### src/rtl/dtw_map.vh
// Register map, field positions, reset values and timing counts of the dual timer
`ifndef DTW_MAP_VH
`define DTW_MAP_VH
`define DTW_OFF_STAT 8'h00
`define DTW_OFF_LOAD0 8'h10
`define DTW_OFF_VAL0 8'h14
`define DTW_OFF_CTL0 8'h18
`define DTW_OFF_LOAD1 8'h20
`define DTW_OFF_VAL1 8'h24
`define DTW_OFF_CTL1 8'h28
`define DTW_OFF_RSTCAUSE 8'h30
`define DTW_OFF_PINFN 8'h34
`define DTW_STAT_INT0 0
`define DTW_STAT_INT1 1
`define DTW_STAT_RST0 4
`define DTW_STAT_RST1 5
`define DTW_CTL_EN 7
`define DTW_CTL_WDSRC 6
`define DTW_CTL_MODE_HI 5
`define DTW_CTL_MODE_LO 4
`define DTW_CTL_TEST 15
`define DTW_RSTCAUSE_WD 1
`define DTW_MODE_FREE 2'h0
`define DTW_MODE_PERIODIC 2'h1
`define DTW_MODE_TIMEOUT 2'h2
`define DTW_MODE_WATCHDOG 2'h3
`define DTW_PINFN_WDOUT 2'h1
`define DTW_PINFN_RESET 2'h2
`define DTW_LOAD_RESET 16'h0000
`define DTW_COUNT_RESET 16'hFFFF
`define DTW_FREE_RELOAD 16'hFFFF
`define DTW_WDPULSE_CYC 2'h3
`endif

### src/rtl/dtw_channel.v
// One 16-bit down-counting timer channel with its own pre-scaler
`timescale 1ns/1ns
`include "dtw_map.vh"
module dtw_channel #(
  parameter WIDTH = 16,
  parameter PS_W = 4
) (
  // Clock, reset, enable
  input wire clk_sys,
  input wire nrst,
  input wire ce,
  // Control from registers
  input wire enable,
  input wire [1:0] mode,
  input wire [PS_W-1:0] prescale,
  input wire [WIDTH-1:0] load_value,
  input wire load_wr,
  input wire restart,
  // State out
  output reg [WIDTH-1:0] count_r,
  output wire expire,
  output wire clr_enable
);
  // Pre-scale divider, counts only while the channel is running
  reg [15:0] div_r;
  wire [15:0] div_nxt;
  // Tick selects divided clock: code n>0 divides by 2^(n+1)
  reg tick;
  wire [4:0] sh;
  wire running;
  wire zero_disables;

  assign sh = {1'b0, prescale} + 5'h01;
  assign div_nxt = div_r + 16'h0001;
  // Zero load halts every mode but free-running
  assign zero_disables = (mode != `DTW_MODE_FREE) && (load_value == 16'h0000);
  assign running = enable && !zero_disables;

  // Tick decode
  always @* begin
    if (prescale == {PS_W{1'b0}}) begin
      tick = 1'b1;
    end else if (sh >= 5'h10) begin
      tick = (div_r == 16'hFFFF);
    end else begin
      tick = ((div_r & ((16'h0001 << sh) - 16'h0001)) == ((16'h0001 << sh) - 16'h0001));
    end
  end

  // Expiry when count steps to zero on a tick
  assign expire = running && tick && (count_r == 16'h0001);
  // Time-out mode self-disables at zero; timer 0 maps watchdog code to time-out
  assign clr_enable = expire && (mode == `DTW_MODE_TIMEOUT);

  // Divider runs while the channel is running; cleared otherwise for a clean first period
  always @(posedge clk_sys) begin
    if (!nrst) begin
      div_r <= 16'h0000;
    end else if (ce) begin
      if (running) begin
        div_r <= div_nxt;
      end else begin
        div_r <= 16'h0000;
      end
    end
  end

  // Counter
  always @(posedge clk_sys) begin
    if (!nrst) begin
      count_r <= `DTW_COUNT_RESET;
    end else if (ce) begin
      if (load_wr) begin
        count_r <= load_value;
      end else if (restart) begin
        // Restart picks reload source by mode
        count_r <= (mode == `DTW_MODE_FREE) ? `DTW_FREE_RELOAD : load_value;
      end else if (expire) begin
        // Free-running ignores load on reload
        count_r <= (mode == `DTW_MODE_FREE) ? `DTW_FREE_RELOAD : load_value;
      end else if (running && tick && count_r == 16'h0000) begin
        // Reached zero by load or disable path: reload as after expiry
        count_r <= (mode == `DTW_MODE_FREE) ? `DTW_FREE_RELOAD : load_value;
      end else if (running && tick) begin
        // Resume from held value, no forced preset
        count_r <= count_r - 16'h0001;
      end
    end
  end
endmodule

### src/rtl/dtw_top.v
// Dual 16-bit timer block with watchdog, Wishbone slave
`timescale 1ns/1ns
`include "dtw_map.vh"
module dtw_top #(
  parameter WIDTH = 16
) (
  // Clock, reset, enable
  input wire clk_sys,
  input wire nrst,
  input wire ce,
  // Wishbone slave
  input wire wb_cyc_i,
  input wire wb_stb_i,
  input wire wb_we_i,
  input wire [7:0] wb_adr_i,
  input wire [3:0] wb_sel_i,
  input wire [31:0] wb_dat_i,
  output reg [31:0] wb_dat_o,
  output reg wb_ack_o,
  // Power-management watchdog alarm, asynchronous pin
  input wire pmu_wd_alarm,
  // Interrupts to processor
  output wire irq_timer0,
  output wire irq_timer1,
  // Chip reset request and pin
  output reg wd_chip_reset_r,
  output wire wd_pin_o,
  output wire wd_pin_oe
);
  // Bus request strobes
  wire req;
  wire wr;
  wire wr_lo;
  // Byte-lane qualified writes
  wire wr_b0;
  wire wr_b1;
  wire wr_b2;
  // Register state
  // Expiry flags, one per timer
  reg [1:0] flag_r;
  // Load values
  reg [WIDTH-1:0] load0_r;
  reg [WIDTH-1:0] load1_r;
  // Control words, bit 15 kept as plain storage
  reg [15:0] ctl0_r;
  reg [15:0] ctl1_r;
  // Watchdog reset seen, survives the pulse
  reg wd_occ_r;
  // Chip-select pin function
  reg [1:0] pinfn_r;
  // Cycles left in the chip reset pulse
  reg [1:0] pulse_cnt_r;
  // Alarm synchroniser stages
  reg pmu_s1_r;
  reg pmu_s2_r;
  // Channel results
  wire [WIDTH-1:0] cnt0;
  wire [WIDTH-1:0] cnt1;
  // Expiry and self-disable events, one cycle each
  wire exp0;
  wire exp1;
  wire clr0;
  wire clr1;
  // Effective modes
  wire [1:0] mode0_eff;
  wire [1:0] mode1;
  // Watchdog decision
  wire wd_alarm;
  wire wd_fire;
  // Write and restart strobes into the channels
  wire ld0_wr;
  wire ld1_wr;
  wire rst0;
  wire rst1;
  // Load value seen by each channel, new word bypassed in on its write cycle
  wire [WIDTH-1:0] load0_in;
  wire [WIDTH-1:0] load1_in;

  // Address match used in several decodes
  // Word match only; byte offsets inside a register alias the same word
  function hit;
    input [7:0] adr;
    input [7:0] off;
    begin
      hit = (adr[7:2] == off[7:2]);
    end
  endfunction

  // Single-cycle answer: ack one cycle after request, dropped next cycle
  // Masking with ack keeps a held strobe from being taken twice;
  // the cost is one idle cycle between back-to-back requests
  assign req = wb_cyc_i && wb_stb_i && !wb_ack_o;
  assign wr = req && wb_we_i;
  assign wr_lo = wr && wb_sel_i[0];
  assign wr_b0 = wr && wb_sel_i[0];
  assign wr_b1 = wr && wb_sel_i[1];
  assign wr_b2 = wr && wb_sel_i[2];

  // Load writes need both low lanes to form the 16-bit value
  // Partial-lane writes are dropped rather than merged into half a count
  assign ld0_wr = wr && (wb_sel_i[1:0] == 2'h3) && hit(wb_adr_i, `DTW_OFF_LOAD0);
  assign ld1_wr = wr && (wb_sel_i[1:0] == 2'h3) && hit(wb_adr_i, `DTW_OFF_LOAD1);
  // Counter copies the new word at the edge the register takes it;
  // reading the register here would hand the channel the previous value
  assign load0_in = ld0_wr ? wb_dat_i[WIDTH-1:0] : load0_r;
  assign load1_in = ld1_wr ? wb_dat_i[WIDTH-1:0] : load1_r;
  // Restart strobes, never stored
  assign rst0 = wr_lo && hit(wb_adr_i, `DTW_OFF_STAT) && wb_dat_i[`DTW_STAT_RST0];
  assign rst1 = wr_lo && hit(wb_adr_i, `DTW_OFF_STAT) && wb_dat_i[`DTW_STAT_RST1];

  // Timer 0 treats watchdog code as time-out
  // Keeps timer 0 away from the chip reset path altogether
  assign mode0_eff = (ctl0_r[5:4] == `DTW_MODE_WATCHDOG) ? `DTW_MODE_TIMEOUT
                                                       : ctl0_r[5:4];
  assign mode1 = ctl1_r[`DTW_CTL_MODE_HI:`DTW_CTL_MODE_LO];

  // Timer 0 channel
  dtw_channel #(.WIDTH(WIDTH), .PS_W(4)) u_ch0 (
    .clk_sys(clk_sys),
    .nrst(nrst),
    .ce(ce),
    .enable(ctl0_r[`DTW_CTL_EN]),
    .mode(mode0_eff),
    .prescale(ctl0_r[3:0]),
    .load_value(load0_in),
    .load_wr(ld0_wr),
    .restart(rst0),
    .count_r(cnt0),
    .expire(exp0),
    .clr_enable(clr0)
  );

  // Timer 1 channel, narrower pre-scale field
  // Bit 3 of timer 1 control is not stored, so its code tops out at 7
  dtw_channel #(.WIDTH(WIDTH), .PS_W(3)) u_ch1 (
    .clk_sys(clk_sys),
    .nrst(nrst),
    .ce(ce),
    .enable(ctl1_r[`DTW_CTL_EN]),
    .mode(mode1),
    .prescale(ctl1_r[2:0]),
    .load_value(load1_in),
    .load_wr(ld1_wr),
    .restart(rst1),
    .count_r(cnt1),
    .expire(exp1),
    .clr_enable(clr1)
  );

  // Alarm pin passes two flops before use
  // Alarm comes from another clock domain; only the second flop is read,
  // so a metastable first stage never reaches the watchdog decision
  always @(posedge clk_sys) begin
    if (!nrst) begin
      pmu_s1_r <= 1'b0;
      pmu_s2_r <= 1'b0;
    end else if (ce) begin
      pmu_s1_r <= pmu_wd_alarm;
      pmu_s2_r <= pmu_s1_r;
    end
  end

  // Watchdog alarm source select
  // Timer 1 reaches the chip reset only in watchdog mode;
  // its other modes just raise the expiry flag
  assign wd_alarm = ctl1_r[`DTW_CTL_WDSRC] ? pmu_s2_r
                                           : (exp1 && mode1 == `DTW_MODE_WATCHDOG);
  assign wd_fire = wd_alarm && !wd_chip_reset_r;

  // Interrupt lines follow sticky flags
  assign irq_timer0 = flag_r[`DTW_STAT_INT0];
  assign irq_timer1 = flag_r[`DTW_STAT_INT1];

  // Expiry flags: set beats clear
  // Losing an expiry to a racing clear would hide a whole period
  // Flags are left alone by the watchdog pulse; software clears them
  always @(posedge clk_sys) begin
    if (!nrst) begin
      flag_r <= 2'h0;
    end else if (ce) begin
      if (exp0) begin
        flag_r[0] <= 1'b1;
      end else if (wr_lo && hit(wb_adr_i, `DTW_OFF_STAT) && wb_dat_i[0]) begin
        flag_r[0] <= 1'b0;
      end
      if (exp1) begin
        flag_r[1] <= 1'b1;
      end else if (wr_lo && hit(wb_adr_i, `DTW_OFF_STAT) && wb_dat_i[1]) begin
        flag_r[1] <= 1'b0;
      end
    end
  end

  // Load and control registers; watchdog expiry resets them
  // Held in reset for the whole pulse, so a late bus write cannot
  // re-arm the watchdog before the chip reset logic has acted
  always @(posedge clk_sys) begin
    if (!nrst || wd_chip_reset_r) begin
      load0_r <= `DTW_LOAD_RESET;
      load1_r <= `DTW_LOAD_RESET;
      ctl0_r <= 16'h0000;
      ctl1_r <= 16'h0000;
    end else if (ce) begin
      // Load value rewritable any time outside the chip reset pulse
      if (ld0_wr) begin
        load0_r <= wb_dat_i[15:0];
      end
      if (ld1_wr) begin
        load1_r <= wb_dat_i[15:0];
      end
      // Control 0: byte lanes
      if (wr_b0 && hit(wb_adr_i, `DTW_OFF_CTL0)) begin
        ctl0_r[7:0] <= {wb_dat_i[7], 1'b0, wb_dat_i[5:0]};
      end else if (clr0) begin
        ctl0_r[`DTW_CTL_EN] <= 1'b0;
      end
      if (wr_b1 && hit(wb_adr_i, `DTW_OFF_CTL0)) begin
        ctl0_r[15] <= wb_dat_i[15];
      end
      // Control 1
      if (wr_b0 && hit(wb_adr_i, `DTW_OFF_CTL1)) begin
        ctl1_r[7:0] <= {wb_dat_i[7:4], 1'b0, wb_dat_i[2:0]};
      end else if (clr1) begin
        ctl1_r[`DTW_CTL_EN] <= 1'b0;
      end
      if (wr_b1 && hit(wb_adr_i, `DTW_OFF_CTL1)) begin
        ctl1_r[15] <= wb_dat_i[15];
      end
    end
  end

  // Chip-select pin function, kept through the pulse it shapes
  // Clearing it at the first pulse edge would release the pin after one
  // clock; the watchdog reset lands on it in the pulse's last cycle instead
  always @(posedge clk_sys) begin
    if (!nrst) begin
      pinfn_r <= `DTW_PINFN_RESET;
    end else if (ce) begin
      if (wd_chip_reset_r && (pulse_cnt_r == 2'h0)) begin
        // Last pulse cycle: watchdog reset reaches the pin function
        pinfn_r <= `DTW_PINFN_RESET;
      end else if (wr_b2 && hit(wb_adr_i, `DTW_OFF_PINFN)) begin
        // Only lane 2 carries the field
        pinfn_r <= wb_dat_i[22:21];
      end
    end
  end

  // Reset-cause flag survives watchdog reset; set wins over clear
  // Only the reset input or a write of 1 to bit 1 clears it, so firmware still sees it
  // after the chip reset logic has restarted the processor
  always @(posedge clk_sys) begin
    if (!nrst) begin
      wd_occ_r <= 1'b0;
    end else if (ce) begin
      if (wd_fire) begin
        wd_occ_r <= 1'b1;
      end else if (wr_lo && hit(wb_adr_i, `DTW_OFF_RSTCAUSE) && wb_dat_i[1]) begin
        wd_occ_r <= 1'b0;
      end
    end
  end

  // Chip reset pulse, three clocks long
  // Counter holds the cycles left after the first; the fire term is masked
  // while the pulse runs, so one expiry never stretches into two pulses
  always @(posedge clk_sys) begin
    if (!nrst) begin
      wd_chip_reset_r <= 1'b0;
      pulse_cnt_r <= 2'h0;
    end else if (ce) begin
      if (wd_fire) begin
        wd_chip_reset_r <= 1'b1;
        pulse_cnt_r <= `DTW_WDPULSE_CYC - 2'h1;
      end else if (pulse_cnt_r != 2'h0) begin
        pulse_cnt_r <= pulse_cnt_r - 2'h1;
      end else begin
        wd_chip_reset_r <= 1'b0;
      end
    end
  end

  // Pin low during pulse when configured, high between pulses; released when not configured
  // Output enable follows the pin function alone; outside a pulse
  // the driven level is high, the idle state of the line
  assign wd_pin_o = !wd_chip_reset_r;
  assign wd_pin_oe = (pinfn_r == `DTW_PINFN_WDOUT);

  // Read mux and ack
  // Data is zero outside a read answer, so a stray sample reads nothing
  // Restart bits have no storage and always read back zero
  // Unmapped words answer too, so a wrong address never hangs the bus
  always @(posedge clk_sys) begin
    if (!nrst) begin
      wb_ack_o <= 1'b0;
      wb_dat_o <= 32'h00000000;
    end else if (ce) begin
      wb_ack_o <= req;
      wb_dat_o <= 32'h00000000;
      if (req && !wb_we_i) begin
        case (wb_adr_i[7:2])
          6'h00: wb_dat_o <= {30'h00000000, flag_r};
          6'h04: wb_dat_o <= {16'h0000, load0_r};
          6'h05: wb_dat_o <= {16'h0000, cnt0};
          6'h06: wb_dat_o <= {16'h0000, ctl0_r};
          6'h08: wb_dat_o <= {16'h0000, load1_r};
          6'h09: wb_dat_o <= {16'h0000, cnt1};
          6'h0A: wb_dat_o <= {16'h0000, ctl1_r};
          6'h0C: wb_dat_o <= {30'h00000000, wd_occ_r, 1'b0};
          6'h0D: wb_dat_o <= {9'h000, pinfn_r, 21'h000000};
          default: wb_dat_o <= 32'h00000000;
        endcase
      end
    end
  end
endmodule

### config.mk
export PLATFORM = sky130hd
export DESIGN_NAME = dtw_top
export DESIGN_NICKNAME = d
export VERILOG_FILES = /design/src/rtl/dtw_channel.v /design/src/rtl/dtw_top.v
export VERILOG_INCLUDE_DIRS = /design/src /design/src/rtl
export SDC_FILE = /design/constraint.sdc
export NUM_CORES = 1
export LEC_CHECK = 0
export BUFFER_PORTS_ARGS = -buffer_cell sky130_fd_sc_hd__buf_4
export CORE_MARGIN = 2
export CORE_UTILIZATION = 30
export CTS_CLUSTER_SIZE = 24
export DETAILED_ROUTE_END_ITERATION = 8
export GPL_ROUTABILITY_DRIVEN = 0
export HOLD_SLACK_MARGIN = 0.03
export REMOVE_ABC_BUFFERS = 1
export SYNTH_ARGS = -nofsm -noshare
export SYNTH_HDL_FRONTEND = slang
export SYNTH_HIERARCHICAL = 1
export SYNTH_SLANG_ARGS = --single-unit
export TNS_END_PERCENT = 50
### constraint.sdc
create_clock -name clk_sys -period 13.05 [get_ports clk_sys]
set_input_delay 3.2625 -clock clk_sys [delete_from_list [all_inputs] [get_ports clk_sys]]
set_output_delay 3.2625 -clock clk_sys [all_outputs]
set_load 0.005 [all_outputs]
Yosys cells after proc, flatten, opt, wreduce, memory -nomap -nowiden:

Index checks and enable logic that the tools add are counted.

* bits in registers: 155
* output and inout bits: 38
* word-level logic and storage cells: 178

* shift operators: 2
* bitwise gates (word level): 2
* reduce and logical (&&, ||, !) cells: 80
* equality and inequality tests: 21
* $add $sub $neg: 9
* order comparisons: 2
* multiplexer cells: 40

Operators with widths (count)
* two-way mux 16 bit: 16
* case mux 23 bit (9 select lines): 1
* logical NOT 16 bit: 4
* subtractor 16 x 1 -> 16 bit, second input constant: 4
* logical AND 1 bit: 37
* adder 16 x 1 -> 16 bit, second input constant: 2
* bitwise AND 16 bit: 2
* == test 16 x 1 -> 1 bit, second input constant: 2
* == test 16 bit: 2
* == test 16 bit, second input constant: 2
* left shift 1 x 5 -> 16 bit, first input constant: 2
* == test 6 x 4 -> 1 bit, second input constant: 5
* AND reduction 2 bit: 14
* two-way mux 23 bit: 1
* nonzero test 2 bit: 10
* == test 6 x 3 -> 1 bit, second input constant: 3
* two-way mux 1 bit: 17
* == test 2 bit, second input constant: 5
* greater-or-equal comparator 5 bit, second input constant: 2
* two-way mux 2 bit: 5
* nonzero test 5 bit: 2
* logical NOT 1 bit: 6
* logical NOT 2 bit: 3
* logical NOT 6 bit: 1
* 8 further kinds: 8

Depth between registers and ports, before layout:

Gate-level depths: netlist (run 1).

* depth after elaboration: 17
* mapped depth: 17
* depth with buffers taken out: 14

Cells and area by module:

The synthesis (run 1) kept the hierarchy.

Modules (own cells, without submodules)
* dtw_top: cells each 521, sequential area each 1541.5 sq um, instances 1, area each 4434.3 sq um
* dtw_channel at u_ch0: cells each 280, sequential area each 640.6 sq um, instances 1, area each 2174.6 sq um
* dtw_channel at u_ch1: cells each 271, sequential area each 620.6 sq um, instances 1, area each 2139.6 sq um

Worst setup path before layout (run 1):

Ideal clock, no wire load.

* kind: input port to flip-flop
* start: input port wb_adr_i[4]
* end: register u_ch0.count_r[11]
* library setup time: 0.119 ns
* arrival time: 6.895 ns
* stages: 16
* data required time: 12.931 ns
* path slack: 6.037 ns
* path through: buf_4 -> or4b_4 -> nor3_4 -> and3_1 -> buf_4 -> buf_6 -> mux2_1 -> nor4_1 -> nand2_1 -> o31ai_1 -> a21o_1 -> o31ai_4 -> o21ai_2 -> clkbuf_1 -> a22oi_1 -> o221a_1

* cells in the longest elaborated chain, start to end: 13
* elaborated cells between the ends (all ways): 20

Ends and longest elaborated chain
* from (decl): RTL line dtw_top.v:15 `input wire [7:0] wb_adr_i,`
* == test 6 x 3 -> 1 bit *: RTL line dtw_top.v:85 `hit = (adr[7:2] == off[7:2]);`
* logical AND 1 bit *: RTL line dtw_top.v:101 `` assign ld0_wr = wr && (wb_sel_i[1:0] == 2'h3) && hit(wb_adr_i, `DTW_OFF_LOAD0); ``
* net ld0_wr: RTL line dtw_top.v:71 `wire ld0_wr;`
* two-way mux 16 bit *
* net load0_in[6]: RTL line dtw_top.v:76 `wire [WIDTH-1:0] load0_in;`
* logical NOT 16 bit *: RTL line dtw_channel.v:36 `` assign zero_disables = (mode != `DTW_MODE_FREE) && (load_value == 16'h0000); ``
* logical AND 1 bit *: RTL line dtw_channel.v:36
* logical NOT 1 bit *: RTL line dtw_channel.v:37 `assign running = enable && !zero_disables;`
* logical AND 1 bit *: RTL line dtw_channel.v:37
* logical AND 1 bit *: RTL line dtw_channel.v:51, dtw_channel.v:81, dtw_channel.v:84
* logical AND 1 bit: RTL line dtw_channel.v:81 `end else if (running && tick && count_r == 16'h0000) begin`
* two-way mux 16 bit: RTL line dtw_channel.v:81
* two-way mux 16 bit: RTL line dtw_channel.v:78 `end else if (expire) begin`
* two-way mux 16 bit: RTL line dtw_channel.v:75 `end else if (restart) begin`
* two-way mux 16 bit: RTL line dtw_channel.v:73 `if (load_wr) begin`
* to (signal assigned): RTL line dtw_channel.v:74 `count_r <= load_value;`
* to (signal assigned): RTL line dtw_channel.v:77 `` count_r <= (mode == `DTW_MODE_FREE) ? `DTW_FREE_RELOAD : load_value; ``
* to (signal assigned): RTL line dtw_channel.v:80 `` count_r <= (mode == `DTW_MODE_FREE) ? `DTW_FREE_RELOAD : load_value; ``
* to (decl): RTL line dtw_channel.v:20 `output reg [WIDTH-1:0] count_r,`

Mark *: on every way through the listed nets, which the timed path passes. The rest lies on a longest branch.
A chain may end at the register's enable or synchronous reset.

Worst setup path in the final report (run 1):

* start: input port wb_adr_i[5]
* end: register u_ch0.count_r[3]

* cells in the longest elaborated chain, start to end: 13
* elaborated cells between the ends (all ways): 20

Ends and longest elaborated chain (RTL line)
* == test 6 x 3 -> 1 bit *: dtw_top.v:85
* logical AND 1 bit *: dtw_top.v:101
* two-way mux 16 bit *
* net load0_in[6]: dtw_top.v:76
* logical NOT 16 bit *: dtw_channel.v:36
* logical AND 1 bit *: dtw_channel.v:36
* logical NOT 1 bit *: dtw_channel.v:37
* logical AND 1 bit *: dtw_channel.v:37
* logical AND 1 bit *: dtw_channel.v:51, dtw_channel.v:81, dtw_channel.v:84
* logical AND 1 bit: dtw_channel.v:81
* two-way mux 16 bit: dtw_channel.v:81
* two-way mux 16 bit: dtw_channel.v:78
* two-way mux 16 bit: dtw_channel.v:75
* two-way mux 16 bit: dtw_channel.v:73

Marked as above.

==> summary.txt, run 1 <==
Finish
  – Commonest non-fill, non-tap cell in the layout: dfxtp_1
  – Diode count: 0
  – Layout area overhead: 13.6%
  – Proportion of layout cells with a drive suffix above 1: about an eighth
  – FF/Latch Area: 2800 sq um
  – Most frequent cells in the layout: 140 x dfxtp_1, 93 x nor2_1, 82 x nand3_1, 75 x o21ai_0, 66 x nand2_1
  – Nets: around 1100
  – Fillers: a little over 3000
  – Area of the multi-input gates: between 5000 and 6000 sq um
  – Non-Filler Cell Area, Final: just under 10000 sq um

Synth
  – Synth cell types: between 80 and 90
  – Yosys warns: 6
  – Most used DFF post-synth: dfxtp_1
  – Seq/Total Area, Yosys: roughly a third
  – Top post-synthesis cells by area: dfxtp_1 32%, nand3_1 4.7%, o21ai_0 4.3%
  – Synth async-reset ratio: 0%
  – Post-Syn Area per Cell: roughly 8 sq um
  – Post-synth EDFFs: 0
  – Synthesized area: just under 9000 sq um
  – Post-synth top area share: between 30% and 40%
  – Yosys reg bits: 140
  – Synth area leader: dfxtp_1
  – Cells after synthesis: between 1000 and 1500

Floorplan
  – I/O pin total: between 80 and 90
  – Die Area: 30500 sq um
  – # rows: 62
  – Core ar.: about 29000 sq um
  – Die width: between 150 and 200 microns
  – Initial core utilization: a little under a third
  – Die H: 175 microns

Global routing
  – Vias in the first global route: 7750
  – Gr usage total: between 10% and 20%
  – Initial antenna violation count: 0
  – First-pass GRT wire length: between 40 and 50 mm
  – Largest net degree at the start of global routing: 49
  – Gr ovfl total: 0

Critical path
  – R2r endpoint: u_ch0/count_r[3]
  – Reg2reg path depth: 12
  – WS Path Type: in -> reg
  – Worst EP required: roughly 13 ns
  – Crit path capture type: flip-flop
  – Crit-path max FO: 23
  – Crit start category: input port
  – Critical path's largest stage delay: 0.89 ns
  – Crit Reg-Reg Startpoint: wb_ack_o
  – R2R Setup Slk: about 8.2 ns
  – Ordered cell list for the critical path: buf_4 -> or4b_4 -> nor3_4 -> and3_1 -> mux2_1 -> nor4_1 -> nand2_1 -> o31ai_1 -> a21o_1 -> o31ai_4 -> o21ai_2 -> or3_1 -> o221a_1
  – Worst path slowest cell: and3_1
  – WP data arrival: slightly below 9 ns

Timing
  – Fin worst setup slack: 4.65 ns
  – Tmin final: 8.40 ns
  – Final Cycle Share: between 60 and 70%
  – Rel. slew slack: around a third
  – Final Hold Fails: 0
  – Sum Neg Setup Slack: 0 ns
  – Slew @ Worst Pin: ~1.0 ns
  – Skew final: approximately 0.0095 ns
  – Final setup viols: 0
  – RSZ-0062 raised after global routing: false
  – Fmax: 119 MHz
  – Final Max Tran Viols: 0

Drt
  – DRC viols: 0
  – Antenna-violating nets left: 0
  – Routed vias/inst: between 5 and 6
  – Drt first-iter violations: approximately 800
  – DR vias: 8217
  – WL per Instance: 18.1 microns
  – DR pass1 iterations: 5
  – Detailed Route WL: between 20 and 30 mm

Clock network
  – Post-CTS Resized: 0
  – Clock Path Buffers: 2
  – Clk slew on worst S/H paths: roughly 0.06 ns
  – H-tree depth: 4
  – Inserted Clock Buffers: 17
  – Post-cts hold buffer count: 0
  – Post-CTS setup buffer count: 0
  – Clk_lat worst skew: about 0.43 ns
  – Clk sinks: 140
  – CTS tree: done
  – Root buf cell: clkbuf_16

Worst hold path
  – Min-delay worst type: reg -> reg
  – Hold Crit Start: wb_dat_o[5]
  – Worst hold path depth: 2
  – Hold path endpoint: wb_dat_o[5]

Placement
  – Detailed placement HPWL: 18.6 mm
  – Post-Place Worst Slack: around 4.3 ns
  – Area post-placement: roughly 9400 sq um
  – Port-buffer cells: 57

Power
  – Leakage: 3.53 nW
  – Total power: 0.988 mW
  – Worst VDD drop: between 0.08 and 0.09 mV
  – Pwr dens: 99.4 nW/um^2

Flow run
  – Maxcap violations: 0

Outcome
  – Status: complete, no violations
==> through the flow <==
step                utilization (%)  std cells  hold slack [ns]
floorplan                         -       1005            0.449
detailed placement             32.6       1453            0.444
finish                         34.6       1484            0.455
global placement               32.6       1453            0.443
global route                   34.6       1484            0.472
CTS                            34.6       1484            0.458
==> flip-flops by register name, indices dropped and copies added, names as in the netlist <==
register and flops:
wb_dat_o 18, load0_r 16, load1_r 16, u_ch0/count_r 16, u_ch0/div_r 16, u_ch1/count_r 16, u_ch1/div_r 15, ctl0_r 8
ctl1_r 8, flag_r 2, pinfn_r 2, pulse_cnt_r 2, pmu_s1_r 1, pmu_s2_r 1, wb_ack_o 1, wd_chip_reset_r 1
wd_occ_r 1
==> power by group <==
group / leakage (nW) / switching [mW] / internal [mW]
logic: 2.12 / 0.0444 / 0.0231
clock network: 0.271 / 0.195 / 0.290
registers: 1.13 / 0.00435 / 0.431
total: 3.53 / 0.244 / 0.744
==> how the worst max path moves through the flow <==
stage,to,cells past startpoint,start,slack [ns]
6_report,u_ch0/count_r[3],13,wb_adr_i[5],4.65
5_1_grt,u_ch0/count_r[14],13,wb_adr_i[5],4.41
4_1_cts,u_ch0/count_r[3],13,wb_adr_i[5],4.74
3_5_place_dp,u_ch0/count_r[7],13,wb_adr_i[5],4.30
3_3_place_gp,u_ch0/count_r[3],13,wb_adr_i[5],4.29
2_1_floorplan,u_ch0/count_r[4],12,wb_adr_i[5],5.64
==> worst max-delay path: cells and delay by family <==
kind | cells | cell delay [ns]
mux | 1 | 0.44
simple gates | 6 | 2.90
buf+inv | 1 | 0.17
compound gates | 5 | 1.98
==> layer usage <==
metal | track usage [%] | up-vias | part of all wire (%)
met5 | 0 | - | 0
met4 | 5.76 | 0 | 2.3
met3 | 4.33 | 46 | 7.3
met2 | 26.8 | 307 | 43
met1 | 24.0 | 3891 | 47
li1 | - | 3973 | -
==> kinds of logic after synthesis <==
family,Yosys count,share of synthesized area (%)
simple gates,425,26.8
compound gates,281,22.1
flops,140,32.0
buf+inv,113,6.08
mux,69,8.38
xor+xnor,32,3.20
fa+ha+maj,9,1.29
other cells,3,0.129
==> Yosys cell counts (11+ instances only) <==
cell type and number:
dfxtp_1 140, nor2_1 93, nand3_1 82, o21ai_0 75, nand2_1 66, a21oi_1 65
clkbuf_1 47, mux2i_1 35, inv_1 33, nor3_1 28, buf_4 20, xor2_1 20
mux2_1 18, nor4_1 18, o2bb2ai_1 18, nand2b_1 17, nand4_1 17, mux2_2 16
xnor2_1 12, and3_1 11, nor3b_1 11
==> cell type report <==
class | instances | share of cell area (%)
clock buffer | 21 | 4.63
clock inverter | 10 | 1.18
inverter | 33 | 1.25
multi-input combinational | 832 | 55.1
sequential | 140 | 28.2
tap | 384 | 4.83
timing repair buffer | 64 | 4.83
Power figures use the tool's default switching activity.
==> run 2, diff against run 1 <==
--- a/config.mk
+++ b/config.mk
@@ -6,6 +6,7 @@
 export SDC_FILE = /design/constraint.sdc
 export NUM_CORES = 1
 export LEC_CHECK = 0
+export ABC_AREA = 1
 export BUFFER_PORTS_ARGS = -buffer_cell sky130_fd_sc_hd__buf_4
 export CORE_MARGIN = 2
 export CORE_UTILIZATION = 30
==> constraint.sdc (replaced) <==
create_clock -name clk_sys -period 8.1 [get_ports clk_sys]
set_input_delay 2.025 -clock clk_sys [delete_from_list [all_inputs] [get_ports clk_sys]]
set_output_delay 2.025 -clock clk_sys [all_outputs]
set_load 0.005 [all_outputs]
==> summary.txt, run 2 <==
Timing
  – Sum Neg Setup Slack: 0 ns (unchanged)
  – Final Max Tran Viols: 0 (unchanged)
  – Slew @ Worst Pin: 1.14 ns (+0.119 ns)
  – Final Cycle Share: between 70% and 80%
  – Min Hold Slack: 0.468 ns (+0.0131 ns)
  – RSZ-0062 raised after global routing: false
  – Rel. slew slack: 23.5% (-8.5 points)
  – Final Hold Fails: 0 (unchanged)
  – Fmax: between 150 and 200 MHz
  – Final setup viols: 0 (unchanged)
  – Tmin final: a little over 6 ns
  – Skew final: 0.0121 ns (+0.00256 ns)
  – Fin worst setup slack: 2.01 ns (-2.64 ns)

Synth
  – Yosys warns: 6 (unchanged)
  – Synth Area in Compound Gates: 14.3% (-7.8 points)
  – XOR/XNOR share of the synthesized area: 3.01% (-0.19 points)
  – Post-synth EDFFs: 0 (unchanged)
  – Yosys reg bits: 140 (unchanged)
  – Synth cell types: 56 (-37%)
  – Seq/Total Area, Yosys: 28.3% (-3.7 points)
  – Post-synthesis mux area share: 0% (-8.4 points)
  – Synth area leader: dfxtp_1
  – Synth Area in Adders: 1.14% (-0.15 points)
  – Most frequent cell after synthesis: nand2_1
  – Top post-synthesis cells by area: dfxtp_1 28%, nand2_1 16%, inv_1 6.8%
  – Most common library cells after synthesis: 428 x nand2_1, 179 x inv_1, 179 x nor2_1
  – Combinational family with the most area after synthesis: simple AND/OR/NAND/NOR gates
  – Most used DFF post-synth: dfxtp_1
  – Cells after synthesis: 1546 (+44%)
  – Post-Syn Area per Cell: 6.40 sq um (-22%)
  – Post-Synth Simple-Gate Area: 40.5% (+14 points)
  – Synthesized area: 9900 sq um (+13%)
  – Synth async-reset ratio: 0% (unchanged)
  – Post-synth top area share: 28.3% (-3.7 points)

Clock network
  – CTS tree: done
  – H-tree depth: 4 (unchanged)
  – Root buf cell: clkbuf_16
  – Post-CTS setup buffer count: 0 (unchanged)
  – Clock Path Buffers: 2 (unchanged)
  – Post-CTS Resized: 0 (unchanged)
  – Post-cts hold buffer count: 0 (unchanged)
  – Clk sinks: 140 (unchanged)
  – Inserted Clock Buffers: 17 (unchanged)
  – Clk slew on worst S/H paths: 0.07 ns (about the same)
  – Clk_lat worst skew: 0.44 ns (about the same)

Critical path
  – Crit-path max FO: 30 (+30%)
  – Ordered cell list for the critical path: buf_4 -> nor2_2 -> nand2_4 -> nor2_4 -> nand2_1 -> buf_4 -> nand2_1 -> o21ai_0 -> nor4_1 -> nand3_1 -> o21a_1 -> o21ai_1 -> a211oi_1
  – WP data arrival: 6.35 ns (-2.42 ns)
  – Worst EP required: 8.36 ns (-5.06 ns)
  – Critical path's largest stage delay: 0.92 ns (+0.03 ns)
  – Top cell family by delay on the critical path: simple AND/OR/NAND/NOR gates
  – WS Path Type: in -> reg
  – Worst path slowest cell: o21ai_1
  – Crit start category: input port
  – Crit path capture type: flip-flop
  – Buf/Inv on CP: 2 (+1)

Finish
  – Diode count: 0 (unchanged)
  – Layout area overhead: 11.9%
  – Fillers: 3597 (+19%)
  – Utilization after layout: 34.0% (-0.61 points)
  – Number of flip-flops in the largest register: 18 (unchanged)
  – Commonest non-fill, non-tap cell in the layout: nand2_1
  – Nets: 1624 (+41%)
  – Non-Filler Cell Area, Final: 11100 sq um (+11%)
  – Most frequent cells in the layout: 428 x nand2_1, 179 x inv_1, 179 x nor2_1, 140 x dfxtp_1, 104 x a21oi_1
  – Reg with most FFs: wb_dat_o
  – Proportion of layout cells with a drive suffix above 1: 14.8% (+1.6 points)
  – Non-Filler Instances: 2019 (+36%)

Drt
  – Drt first-iter violations: 819 (+0.37%)
  – WL per Instance: 14.3 microns (-21%)
  – DR vias: 9773 (+19%)
  – Routed vias/inst: 4.84 (-13%)
  – DR pass1 iterations: 6 (+1)
  – Detailed Route WL: 28.8 mm (+7.6%)
  – DRC viols: 0 (unchanged)
  – Antenna-violating nets left: 0 (unchanged)

Power
  – Switch Pwr: 0.443 mW (+81%)
  – Total power: 1.69 mW (+71%)
  – Comb pwr share: 8.3% (+1.5 points)
  – Worst VDD drop: 0.156 mV (+88%)
  – Leakage: 4.81 nW (+37%)
  – Pint: 1.24 mW (+67%)
  – Switching portion of total power: 26.3% (+1.6 points)
  – Clock power frac: 49.5% (+0.4 points)
  – Pwr dens: 152 nW/um^2 (+53%)
  – Power share of the sequential group: 42.2% (-1.8 points)

Worst hold path
  – Min-delay worst type: reg -> reg

Floorplan
  – # rows: 66 (+6.5%)
  – I/O pin total: 89 (unchanged)
  – Die H: 186 microns (+6.2%)
  – Die Area: 34500 sq um (+13%)
  – Die width: 186 microns (+6.2%)
  – Initial core utilization: 30.4% (-0.065 points)
  – Core ar.: 32500 sq um (+13%)

Global routing
  – Gr usage total: 16.7% (-0.74 points)
  – First-pass GRT wire length: 45.5 mm (+6.4%)
  – Vias in the first global route: 8801 (+14%)
  – Largest net degree at the start of global routing: 61 (+24%)
  – Initial antenna violation count: 0 (unchanged)
  – Gr ovfl total: 0 (unchanged)

Placement
  – Area post-placement: 10500 sq um (+12%)
  – Post-Place Worst Slack: 1.55 ns (-2.75 ns)
  – Detailed placement HPWL: 20.5 mm (+11%)
  – Placed insts: 1987 (+37%)
  – Port-buffer cells: 57 (unchanged)

Outcome
  – Status: complete, no violations

Flow run
  – Maxcap violations: 0 (unchanged)
[run 2: changes by cell type after synthesis, moves of 19 or more]
cell,delta
a21oi_1,+39
inv_1,+146
mux2i_1,-35
nand2_1,+362
nand2_2,+30
nand3_2,+25
nand4_1,+19
nor2_1,+86
o211ai_2,+20
o21ai_0,-23
[run 2: worst paths after layout]
check | slack (ns) | endpoint | cells after the start | from
max reg2reg | 3.69 | u_ch0/div_r[5] | 14 | wb_ack_o
min reg2reg | 0.47 | pulse_cnt_r[0] | 1 | pulse_cnt_r[0]
max | 2.01 | u_ch0/div_r[5] | 13 | wb_adr_i[3]
min | 0.47 | pulse_cnt_r[0] | 1 | pulse_cnt_r[0]
[run 2: worst reg2reg max path: stages, from the launching register on]
cell      delay (ns)
dfxtp_1         0.32
inv_1           0.06
nand3_2         0.08
nor2_2          0.21
nand2_2         0.17
nor2_2          0.15
nand2_1         0.64
buf_4           0.50
nand2_1         0.13
o21ai_0         0.16
nor4_1          0.30
nand3_1         0.16
o21a_1          0.32
o21ai_1         0.92
a211oi_1        0.12
[run 2: final cells by class]
class	instances	area [sq um]	area share, %
well taps	442	553	5.00
repair buffers	61	458	4.14
clock buffers	20	447	4.03
flip-flops and latches	140	2800	25.3
inverters	201	757	6.84
multi-input cells	1143	5890	53.2
clock inverters	12	163	1.47
[run 2: power groups by stage]
stage / sequential (mW) / combinational (mW) / clock (mW)
floorplan: 0.724 / 0.0849 / 0
global placement: 0.726 / 0.136 / 0
detailed placement: 0.726 / 0.139 / 0
CTS: 0.711 / 0.140 / 0.849
global route: 0.712 / 0.156 / 0.873
finish: 0.711 / 0.140 / 0.835
[run 2: routing by layer]
metal	up-vias	track usage (%)	routed length (microns)
met4	0	4.72	587
met3	50	3.15	1940
met5	-	0	0
met2	316	26.7	12400
li1	4967	-	-
met1	4440	23.0	13900
[run 2: kinds of logic (layout without fill, tap and decap cells)]
logic type | after synthesis | after routing
adders and majority gates | 9 | 9
DFF | 140 | 140
and+or+nand+nor | 861 | 861
AOI/OAI and AO/OA | 223 | 223
buffers and inverters | 276 | 294
other | 3 | 16
xor gates and xnor gates | 34 | 34
